File: src/common/tsec_pkg.sv
// Constants and a helper function shared by the two-stage event controller
package tsec_pkg;
	localparam int NUM_LEVELS = 16;
	localparam int NUM_GEN = 9;
	localparam int FIRST_GEN = 7;
	localparam int NUM_SRC = 24;
	localparam int FIELD_W = 4;
	localparam int FIELDS_PER_REG = 8;
	localparam int NUM_IAR = 3;
	localparam int REG_W = 32;
	localparam int ADDR_W = 8;
	// Register offsets
	localparam logic [7:0] OFS_PEND_LATCH = 8'h00;
	localparam logic [7:0] OFS_ENABLE_MASK = 8'h04;
	localparam logic [7:0] OFS_ASSIGN0 = 8'h08;
	localparam logic [7:0] OFS_ASSIGN1 = 8'h0c;
	localparam logic [7:0] OFS_ASSIGN2 = 8'h10;
	localparam logic [7:0] OFS_STATUS = 8'h14;
	localparam logic [7:0] OFS_SOFT_RAISE = 8'h18;
	// Fixed levels
	localparam logic [3:0] LVL_EMULATION = 4'h0;
	localparam logic [3:0] LVL_RESET = 4'h1;
	localparam logic [3:0] LVL_NMI = 4'h2;
	localparam logic [3:0] LVL_EXCEPTION = 4'h3;
	localparam logic [3:0] LVL_RESERVED = 4'h4;
	localparam logic [3:0] LVL_HW_ERROR = 4'h5;
	localparam logic [3:0] LVL_CORE_TICK = 4'h6;
	// Mask bits that always read one or zero, and the bits of the general levels
	localparam logic [15:0] MASK_FORCED_ONE = 16'h0007;
	localparam logic [15:0] LATCH_VALID_BITS = 16'hffef;
	localparam logic [15:0] GEN_LEVEL_BITS = 16'hff80;
	// Reset values
	localparam logic [15:0] RST_PEND_LATCH = 16'h0000;
	localparam logic [15:0] RST_ENABLE_MASK = 16'h0007;
	localparam logic [31:0] RST_ASSIGN0 = 32'h10000000;
	localparam logic [31:0] RST_ASSIGN1 = 32'h33322221;
	localparam logic [31:0] RST_ASSIGN2 = 32'h66655444;
	localparam logic RST_GLOBAL_EN = 1'b0;

	function automatic logic [4:0] tsec_lowest(input logic [15:0] v);
		logic [4:0] r;
		r = 5'h10;
		for (int i = NUM_LEVELS - 1; i >= 0; i--) begin
			if (v[i]) begin
				r = 5'(i);
			end
		end
		return r;
	endfunction : tsec_lowest
endpackage : tsec_pkg

File: src/core/tsec_router.sv
// System routing stage: peripheral sources onto general levels
`timescale 1ns/1ns
module tsec_router #(
	parameter int NSRC = tsec_pkg::NUM_SRC
) (
	input wire logic [NSRC-1:0] periph_irq,
	input wire logic [tsec_pkg::NUM_IAR*32-1:0] assign_regs,
	output logic [tsec_pkg::NUM_GEN-1:0] gen_req
);
	import tsec_pkg::*;

	if (NSRC < 1 || NSRC > NUM_IAR * FIELDS_PER_REG) begin : g_bad_nsrc
		$error("tsec_router: too many sources for assignment fields");
	end

	always_comb begin
		logic [3:0] f;
		f = 4'h0;
		gen_req = '0;
		for (int s = 0; s < NSRC; s++) begin
			f = assign_regs[s*FIELD_W +: FIELD_W];
			// Field n selects level 7+n; out-of-range values route nowhere
			if (periph_irq[s] && (int'(f) < NUM_GEN)) begin
				gen_req[f] = 1'b1;
			end
		end
	end
endmodule : tsec_router

File: src/core/tsec_prio.sv
// Core priority stage: picks the winning enabled event
`timescale 1ns/1ns
module tsec_prio (
	input wire logic [15:0] latch,
	input wire logic [15:0] mask,
	input wire logic global_en,
	input wire logic [15:0] in_service,
	output logic req,
	output logic [3:0] level
);
	import tsec_pkg::*;

	logic [15:0] cand;
	logic [4:0] win;
	logic [4:0] busy;

	always_comb begin
		cand = latch & mask & LATCH_VALID_BITS;
		if (!global_en) begin
			cand = cand & ~GEN_LEVEL_BITS;
		end
		win = tsec_lowest(cand);
		busy = tsec_lowest(in_service);
		// Only preempt a handler of lower priority
		req = (win < busy);
		level = win[3:0];
	end
endmodule : tsec_prio

File: src/core/tsec_top.sv
// Two-stage event controller: routing, latching, masking and hand-off
//
// Our own choices: the placing of the registers and the address-and-strobe port.
`timescale 1ns/1ns
module tsec_top #(
	parameter int NSRC = tsec_pkg::NUM_SRC
) (
	input wire logic clock,
	input wire logic resetn,
	input wire logic [tsec_pkg::ADDR_W-1:0] bus_addr,
	input wire logic [31:0] bus_wdata,
	input wire logic bus_wr,
	input wire logic bus_rd,
	output logic [31:0] bus_rdata,
	input wire logic supervisor,
	input wire logic [NSRC-1:0] periph_irq,
	input wire logic emulation_event,
	input wire logic reset_event,
	input wire logic nmi_event,
	input wire logic exception_event,
	input wire logic hardware_error_event,
	input wire logic core_tick_event,
	input wire logic global_enable_instruction,
	input wire logic global_disable_instruction,
	output logic event_req,
	output logic [3:0] event_level,
	input wire logic event_accept,
	input wire logic [31:0] return_pc,
	input wire logic [31:0] state_word,
	output logic stack_push,
	output logic [31:0] stack_data,
	input wire logic return_instruction,
	input wire logic [3:0] return_level,
	output logic resume_valid,
	output logic [31:0] resume_addr
);
	import tsec_pkg::*;

	if (NSRC < 1 || NSRC > NUM_IAR * FIELDS_PER_REG) begin : g_bad_nsrc
		$error("tsec_top: source count out of range");
	end

	typedef struct packed {
		logic [15:0] latch;
		logic [15:0] mask;
		logic [NUM_IAR*32-1:0] assign_regs;
		logic global_en;
		logic [15:0] in_service;
		logic [15:0] prev_in;
		logic [15:0][31:0] ret_addr;
		logic [31:0] rdata;
		logic push;
		logic [31:0] push_data;
		logic resume;
		logic [31:0] resume_data;
	} tsec_state_type;

	tsec_state_type st_reg;
	tsec_state_type st_next;

	logic [NUM_GEN-1:0] gen_req;
	logic [15:0] event_in;
	logic [15:0] set_vec;
	logic acc_fire;
	logic prio_req;
	logic [3:0] prio_level;

	tsec_router #(
		.NSRC(NSRC)
	) u_router (
		.periph_irq(periph_irq),
		.assign_regs(st_reg.assign_regs),
		.gen_req(gen_req)
	);

	tsec_prio u_prio (
		.latch(st_reg.latch),
		.mask(st_reg.mask),
		.global_en(st_reg.global_en),
		.in_service(st_reg.in_service),
		.req(prio_req),
		.level(prio_level)
	);

	// Dedicated inputs at fixed levels, general levels above them
	always_comb begin
		event_in = '0;
		event_in[LVL_EMULATION] = emulation_event;
		event_in[LVL_RESET] = reset_event;
		event_in[LVL_NMI] = nmi_event;
		event_in[LVL_EXCEPTION] = exception_event;
		event_in[LVL_HW_ERROR] = hardware_error_event;
		event_in[LVL_CORE_TICK] = core_tick_event;
		event_in[15:FIRST_GEN] = gen_req;
	end

	assign set_vec = event_in & ~st_reg.prev_in & LATCH_VALID_BITS;
	assign event_req = prio_req;
	assign event_level = prio_level;
	assign acc_fire = event_accept && prio_req;

	always_comb begin
		logic [15:0] clr;
		logic [15:0] raise;
		clr = '0;
		raise = '0;
		st_next = st_reg;
		st_next.prev_in = event_in;
		st_next.push = 1'b0;
		st_next.resume = 1'b0;
		st_next.rdata = '0;
		// Register writes
		if (bus_wr && supervisor) begin
			unique case (bus_addr)
				OFS_PEND_LATCH: begin
					// Ones cancel latched events whose mask bit is clear
					clr = bus_wdata[15:0] & ~st_reg.mask;
				end
				OFS_ENABLE_MASK: begin
					st_next.mask = (bus_wdata[15:0] | MASK_FORCED_ONE)
						& LATCH_VALID_BITS;
				end
				OFS_ASSIGN0: begin
					st_next.assign_regs[31:0] = bus_wdata;
				end
				OFS_ASSIGN1: begin
					st_next.assign_regs[63:32] = bus_wdata;
				end
				OFS_ASSIGN2: begin
					st_next.assign_regs[95:64] = bus_wdata;
				end
				OFS_SOFT_RAISE: begin
					raise = bus_wdata[15:0] & GEN_LEVEL_BITS;
				end
				default: begin
				end
			endcase
		end
		// Register reads, supervisor only
		if (bus_rd && supervisor) begin
			unique case (bus_addr)
				OFS_PEND_LATCH: st_next.rdata = {16'h0000, st_reg.latch};
				OFS_ENABLE_MASK: st_next.rdata = {16'h0000, st_reg.mask};
				OFS_ASSIGN0: st_next.rdata = st_reg.assign_regs[31:0];
				OFS_ASSIGN1: st_next.rdata = st_reg.assign_regs[63:32];
				OFS_ASSIGN2: st_next.rdata = st_reg.assign_regs[95:64];
				OFS_STATUS: begin
					st_next.rdata = {10'h000, st_reg.global_en,
						st_reg.in_service, prio_req, prio_level};
				end
				default: st_next.rdata = '0;
			endcase
		end
		// Acceptance: clear latch, mark in service, save state
		if (acc_fire) begin
			clr[prio_level] = 1'b1;
			st_next.in_service[prio_level] = 1'b1;
			st_next.ret_addr[prio_level] = return_pc;
			st_next.push = 1'b1;
			st_next.push_data = state_word;
		end
		// Return from event
		if (return_instruction) begin
			st_next.in_service[return_level] = 1'b0;
			st_next.resume = 1'b1;
			st_next.resume_data = st_reg.ret_addr[return_level];
			if (acc_fire && (return_level == prio_level)) begin
				st_next.in_service[return_level] = 1'b1;
			end
		end
		// New captures win over clears in the same cycle
		st_next.latch = ((st_reg.latch & ~clr) | set_vec | raise)
			& LATCH_VALID_BITS;
		if (global_enable_instruction) begin
			st_next.global_en = 1'b1;
		end else if (global_disable_instruction) begin
			st_next.global_en = 1'b0;
		end
	end

	always_ff @(posedge clock) begin
		if (!resetn) begin
			st_reg <= '0;
			st_reg.latch <= RST_PEND_LATCH;
			st_reg.mask <= RST_ENABLE_MASK;
			// Default routing of all sources
			st_reg.assign_regs <= {RST_ASSIGN2, RST_ASSIGN1, RST_ASSIGN0};
			st_reg.global_en <= RST_GLOBAL_EN;
		end else begin
			st_reg <= st_next;
		end
	end

	assign bus_rdata = st_reg.rdata;
	assign stack_push = st_reg.push;
	assign stack_data = st_reg.push_data;
	assign resume_valid = st_reg.resume;
	assign resume_addr = st_reg.resume_data;

	// Checks
	logic [15:0] open_cand;
	logic [15:0] higher_pend;
	logic [4:0] svc_top;
	// Latched, unmasked and enabled events as software sees them
	assign open_cand = st_reg.latch & st_reg.mask & LATCH_VALID_BITS
		& ~({16{~st_reg.global_en}} & GEN_LEVEL_BITS);
	assign higher_pend = open_cand
		& ((16'h0001 << event_level) - 16'h0001);
	assign svc_top = tsec_lowest(st_reg.in_service);

	// Software cancel on each level whose mask bit is clear
	for (genvar g = 0; g < NUM_LEVELS; g++) begin : g_cancel

	end
endmodule : tsec_top

File: config.mk
export PLATFORM = sky130hd
export DESIGN_NAME = tsec_top
export DESIGN_NICKNAME = d
export VERILOG_FILES = /design/src/common/tsec_pkg.sv /design/src/core/tsec_router.sv /design/src/core/tsec_prio.sv /design/src/core/tsec_top.sv
export SDC_FILE = /design/constraint.sdc
export NUM_CORES = 2
export LEC_CHECK = 0
export BUFFER_PORTS_ARGS = -buffer_cell sky130_fd_sc_hd__buf_2
export CAP_MARGIN = 20
export CORE_ASPECT_RATIO = 0.6
export CORE_UTILIZATION = 29
export DETAILED_ROUTE_END_ITERATION = 7
export GPL_ROUTABILITY_DRIVEN = 0
export GPL_TIMING_DRIVEN = 0
export PLACE_DENSITY_LB_ADDON = 0.3
export SETUP_SLACK_MARGIN = 0.1
export SLEW_MARGIN = 20
export SYNTH_ARGS = -nofsm -noshare
export SYNTH_HDL_FRONTEND = slang
export SYNTH_SLANG_ARGS = --single-unit
File: constraint.sdc
create_clock -name clock -period 4.1 [get_ports clock]
set_input_delay 0.82 -clock clock [delete_from_list [all_inputs] [get_ports clock]]
set_output_delay 0.82 -clock clock [all_outputs]
set_load 0.005 [all_outputs]
# == Word-level counts from Yosys, hierarchy flattened ==
# Index checks and enable logic that the tools add are counted.
# W data, S select, Z words.
# totals
regBits,767
input_bits,147
output_inout_bits,103
elab_cells,340
# classes
magnitude_cmp,77
eq_ne,7
n_mux,127
n_bitwise,37
reduce_logical,61
# op_table
op,n
$bwmux W512,1
$mux W9,24
$or A9 B9 Y9,23
$pmux W32 S6,1
$mux W5,32
$mux W16,9
$lt A4 B5 Y1 const B,26
$bmux W32 S4,1
$demux W32 S4,1
$demux W1 S4,26
$ge A4 B1 Y1 const B,26
$lt A4 B4 Y1 const B,24
$and A16 B16 Y16,5
$or A16 B16 Y16,5
$mux W33,2
$mux W32,2
$not A16 Y16,4
$logic_and A1 B1 Y1,54
$mux W1,28
$eq A8 B5 Y1 const B,3
$eq A8 B4 Y1 const B,2
$reduce_and A2 Y1,5
$eq A8 B3 Y1 const B,1
$logic_not A8 Y1,1
other kinds (3),3

# == Longest topological paths before layout ==
# logic_depth
word_depth,54
depth_mapped,17
ltp_nobuf,13

# == Modules after synthesis ==
# Synthesis repeated with hierarchy kept, for this count alone.
# unflattened
hier_cells,4369
area_unflattened_um2,36377.4
# by_module_without_submodules
module,instances,cells_each,area_per_inst_um2,seq_area_each_um2
tsec_top,1,3970,33789.9,15314.7
tsec_router,1,319,2085.8,0.0
tsec_prio,1,80,501.7,0.0

# == Worst setup path after synthesis ==
# OpenSTA, ideal clock, no wires.
# synth_path
kind,reg2reg
start,register st_reg[770] (netlist name)
end,register st_reg[173] (netlist name)
setup_ns,0.070
t_arrival_ns,3.616
required_ns,4.030
path_slack_ns,0.414
stages_incl_launch_ff,17
path_buffers,3
period_less_slack_ns,3.686
cell_sequence,dfxtp_1 > a22oi_1 > nor3b_1 > o211a_1 > o21ai_4 > inv_2 > buf_6 > ha_1 > a41oi_1 > a21bo_2 > nand2_1 > o32ai_1 > a2111oi_4 > buf_2 > clkbuf_1 > nand3_1 > a21oi_1
# synth_between
elab_chain_cells,23
word_cells_on_any_way,26
cone_classes,3 x order compare; 20 x mux; 1 x bitwise; 2 x reduce/logical
# synth_rtl
item,line_no,source
$and A16 B16 Y16 (*),n/a,
$mux W16 (*),tsec_prio.sv:19,if (!global_en) begin
$mux W5 (*) (16 in series),tsec_pkg.sv:44,if (v[i]) begin
named net event_level[1],tsec_top.sv:26,"output logic [3:0] event_level,"
$lt A4 B5 Y1 (not written as such) / $ge A4 B1 Y1 (equally long branches),tsec_top.sv:158,st_next.ret_addr[prio_level] = return_pc;
$logic_and A1 B1 Y1 (not written as such),tsec_top.sv:158,
$mux W32 (not written as such),tsec_top.sv:158,
$demux W32 S4,tsec_top.sv:158,
$bwmux W512,tsec_top.sv:158,
end signal: assignment,tsec_top.sv:190,st_reg <= st_next;
end: declaration,tsec_top.sv:58,tsec_state_type st_reg;
# Mark *: on every way through the listed nets, which the timed path passes. The rest lies on a longest branch.
# A chain may end at the register's enable or synchronous reset.

# == Worst setup path after layout ==
# layout_path
start,register st_reg[742] (netlist name)
end,register st_reg[221] (netlist name)
# layout_between
elab_chain_cells,11
word_cells_on_any_way,14
cone_classes,3 x order compare; 8 x mux; 1 x bitwise; 2 x reduce/logical
# layout_rtl
item,line_no
$and A16 B16 Y16 (*),n/a
$mux W16 (*),tsec_prio.sv:19
$mux W5 (*) (4 in series),tsec_pkg.sv:44
$lt A4 B5 Y1 (not written as such) / $ge A4 B1 Y1 (equally long branches),tsec_top.sv:158
$logic_and A1 B1 Y1 (not written as such),tsec_top.sv:158
$mux W32 (not written as such),tsec_top.sv:158
$demux W32 S4,tsec_top.sv:158
$bwmux W512,tsec_top.sv:158
# Every way passes the cells marked *; elsewhere a longest branch is shown, timed or not.

==> reports/qor.txt <==
Buf/Inv on CP - 5
Number of global-route vias before repair - 32100
Final HPWL DP - 126 mm
Leading area contributor after synthesis - dfxtp_1
Initial antenna violation count - 21
Site Rows - 99
Max Transition Viols Final - 0
Count leader, synth - dfxtp_1
Hold Path Class - in -> reg
Avg Synthesized Cell Area - 8.73 µm²
Final Net Count - 4622
Post-synthesis async set-or-reset flop share - 0%
Root buffer cell - clkbuf_16
PortBufs - 242
Yosys top cell area share - 43.1%
Area contributors post-synth - dfxtp_1, mux4_2, a21oi_1
Post-layout minimum cycle time - 4.39 ns
EDFF count, synth - 0
Placed Area - 0.0388 mm²
Top FF cell, synth - dfxtp_1
Share of cells above drive strength 1 - 23.5%
TNS Setup - -21.17 ns
Die Wd - 454 µm
DRT iter0 DRCs - 6483
Max FFs per register - 667
Worst Path Class, Setup - reg -> reg
Cell Chain, Critical Path - a21oi_1 > and4_2 > and2_2 > ha_1 > o21a_1 > a21oi_2 > o311ai_2 > o21a_1 > buf_6 > buf_4 > buf_8 > nor4_1 > buf_4 > buf_2 > nand3_1 > a21oi_1
RSZ-0062 raised after global routing - yes
Max Cap Viol - 0
Pre-antenna DRT Iters - 8
Failing checks - DRC, setup timing
Final worst slack - -0.286 ns
Critical path capture point type - flop
Leak Pwr - 15.1 nW
Slowest-stage cell, CP - dfxtp_1
Layout area overhead - 22.6%
Clock buffer count from CTS - 79
Crit path max fanout - 10
Top cells by count, synth - dfxtp_1, nand2_1, a21oi_1, nand3_1, clkbuf_1
Antenna Nets Post-Route - 0
Syn. warnings - 0
Post-synth cell types - 82
Wire per inst - 27.8 µm
F_max - 228 MHz
Critical Path AT - 4.97 ns
Rel. slew slack - 6.68%
First-pass GRT wire length - 234 mm
Final worst path period share - 107%
Non-Filler Instances - 6162
Clk buf depth - 3
CP startpoint - st_reg[742]$_SDFFE_PN0P_
Drt drc - 103
Total gr overflow - 0
Hold Fails Final Rpt - 0
Status - finished with violations
Die Ht - 273 µm
Power Total - 18.1 mW
Peak VDD IR - 0.318 mV
Post-Syn Area - 0.0355 mm²
Design Area, Final - 0.0436 mm²
CTS sink cnt - 765
Sequential area share after synthesis - 43.1%
Die area - 0.124 mm²
Syn Nets - 4221
Hold_sp - bus_wdata[26]
Fillers - 12400
Worst Clk Skew - 0.0429 ns
Clock latency on the worst-skew pair - 0.70 ns
CP max stage delay - 0.57 ns
# hold bufs at CTS - 0
Starting Density - 29.3%
Family with the most delay on the worst path - simple AND/OR/NAND/NOR gates
Largest net degree at the start of global routing - 15
Post-synthesis instance total - 4070
Placed Cells - 5931
Core area - 0.122 mm²
# H-tree levels - 3
Pwr dens - 414 mW/mm²
Register bit total from synthesis - 765
Io pins - 250
Total track usage - 26.0%
Clock-pin slew on the worst setup and hold paths - 0.07 ns
Vias per cell - 5.93
Drt total wl - 171 mm
Worst path required time - 4.68 ns
Setup violators final - 174
Reg-to-reg startpoint - st_reg[742]$_SDFFE_PN0P_
Worst-Margin Slew - 1.40 ns
Type of origin of the critical path - flop
Vias after detailed routing - 36500
CTS tree - built
==> stage by stage <==
stage / util (%) / hold slack (ns) / setup slack, ns
floorplan: - / 0.425 / 0.414
global placement: 31.9 / 0.435 / -1.14
detailed placement: 32.0 / 0.439 / -1.21
CTS: 34.5 / 0.328 / -0.193
global route: 35.9 / 0.376 / -0.428
finish: 35.9 / 0.374 / -0.286
==> final cells by class <==
| class | instances | area, µm² | area share, % |
|---|---|---|---|
| buffer | 473 | 2640 | 6.05 |
| timing repair buffer | 320 | 2060 | 4.73 |
| tap | 1616 | 2020 | 4.64 |
| sequential | 765 | 15300 | 35.2 |
| antenna | 19 | 47.5 | 0.109 |
| clock inverter | 31 | 378 | 0.867 |
| clock buffer | 106 | 2290 | 5.25 |
| inverter | 38 | 143 | 0.327 |
| multi-input combinational | 2794 | 18700 | 42.8 |
==> where the power goes <==
part	switching (mW)	internal (mW)	leakage, nW	total (mW)
logic	1.68	1.01	7.59	2.69
registers	0.101	7.58	6.19	7.68
clock network	3.41	4.28	1.32	7.69
==> worst reg2reg max path, delay by kind of cell, from the launching register on <==
| kind | cells | cell delay (ns) |
|---|---|---|
| AND/OR/NAND/NOR | 4 | 1.16 |
| AO/OA/AOI/OAI | 6 | 1.14 |
| buffers and inverters | 5 | 1.07 |
| flip-flops | 1 | 0.57 |
| adder cells (fa/ha/maj) | 1 | 0.33 |
==> layout by cell type (no fill, tap or decap), types with 18 or more instances in the layout <==
cell,synthesis,routed
dfxtp_1,765,751
nand2_1,661,661
a21oi_1,574,518
buf_2,70,311
o21ai_0,259,248
nand3_1,299,241
clkbuf_1,277,241
mux4_2,160,160
nor2_1,161,158
buf_4,97,158
mux2i_1,97,97
clkbuf_16,0,89
a21oi_2,0,56
and2_1,50,49
a22oi_1,47,44
nand2b_1,42,42
nand3_2,0,42
mux2_2,40,40
inv_1,35,35
nand3b_1,35,35
nor3_1,37,33
nor3b_1,31,31
o22ai_1,31,31
o21ai_1,20,30
nor4_1,22,22
nand4_1,21,21
clkbuf_8,0,20
diode_2,0,19
clkbuf_2,0,19
buf_12,0,18
==> timing repair <==
item                       in CTS  in global routing
gates cloned                    0                 10
setup endpoints to repair     533                417
resized for setup              75                322
pin swaps                      14                101
buffers inserted               28                 37
==> cells by family (layout without fill, tap and decap cells) <==
| kind of cell | count (synthesis) | after routing | synth area share [%] |
|---|---|---|---|
| AO/OA/AOI/OAI | 1062 | 1062 | 16.8 |
| XOR/XNOR | 1 | 1 | 0.0246 |
| adder cells (fa/ha/maj) | 4 | 4 | 0.141 |
| buffers and inverters | 511 | 968 | 6.75 |
| flip-flops | 765 | 765 | 43.1 |
| multiplexers | 297 | 297 | 14.1 |
| other | 0 | 19 | 0 |
| AND/OR/NAND/NOR | 1430 | 1430 | 19.0 |
==> final timing paths <==
kind | depth (start not counted) | to | slack, ns
max | 16 | st_reg[221]$_SDFFE_PN0P_ | -0.29
min | 3 | st_reg[733]$_SDFFE_PN1P_ | 0.37
min reg2reg | 2 | st_reg[357]$_SDFFE_PN0P_ | 0.45
max reg2reg | 16 | st_reg[221]$_SDFFE_PN0P_ | -0.29
==> metal layers <==
metal	GRT usage (%)	part of all wire, %	wire length [µm]
met4	8.69	3.6	6120
met2	32.2	36	62000
met5	0.686	0.12	197
met3	11.5	17	28700
met1	38.7	43	74200
(Power assumes the default switching activity.)
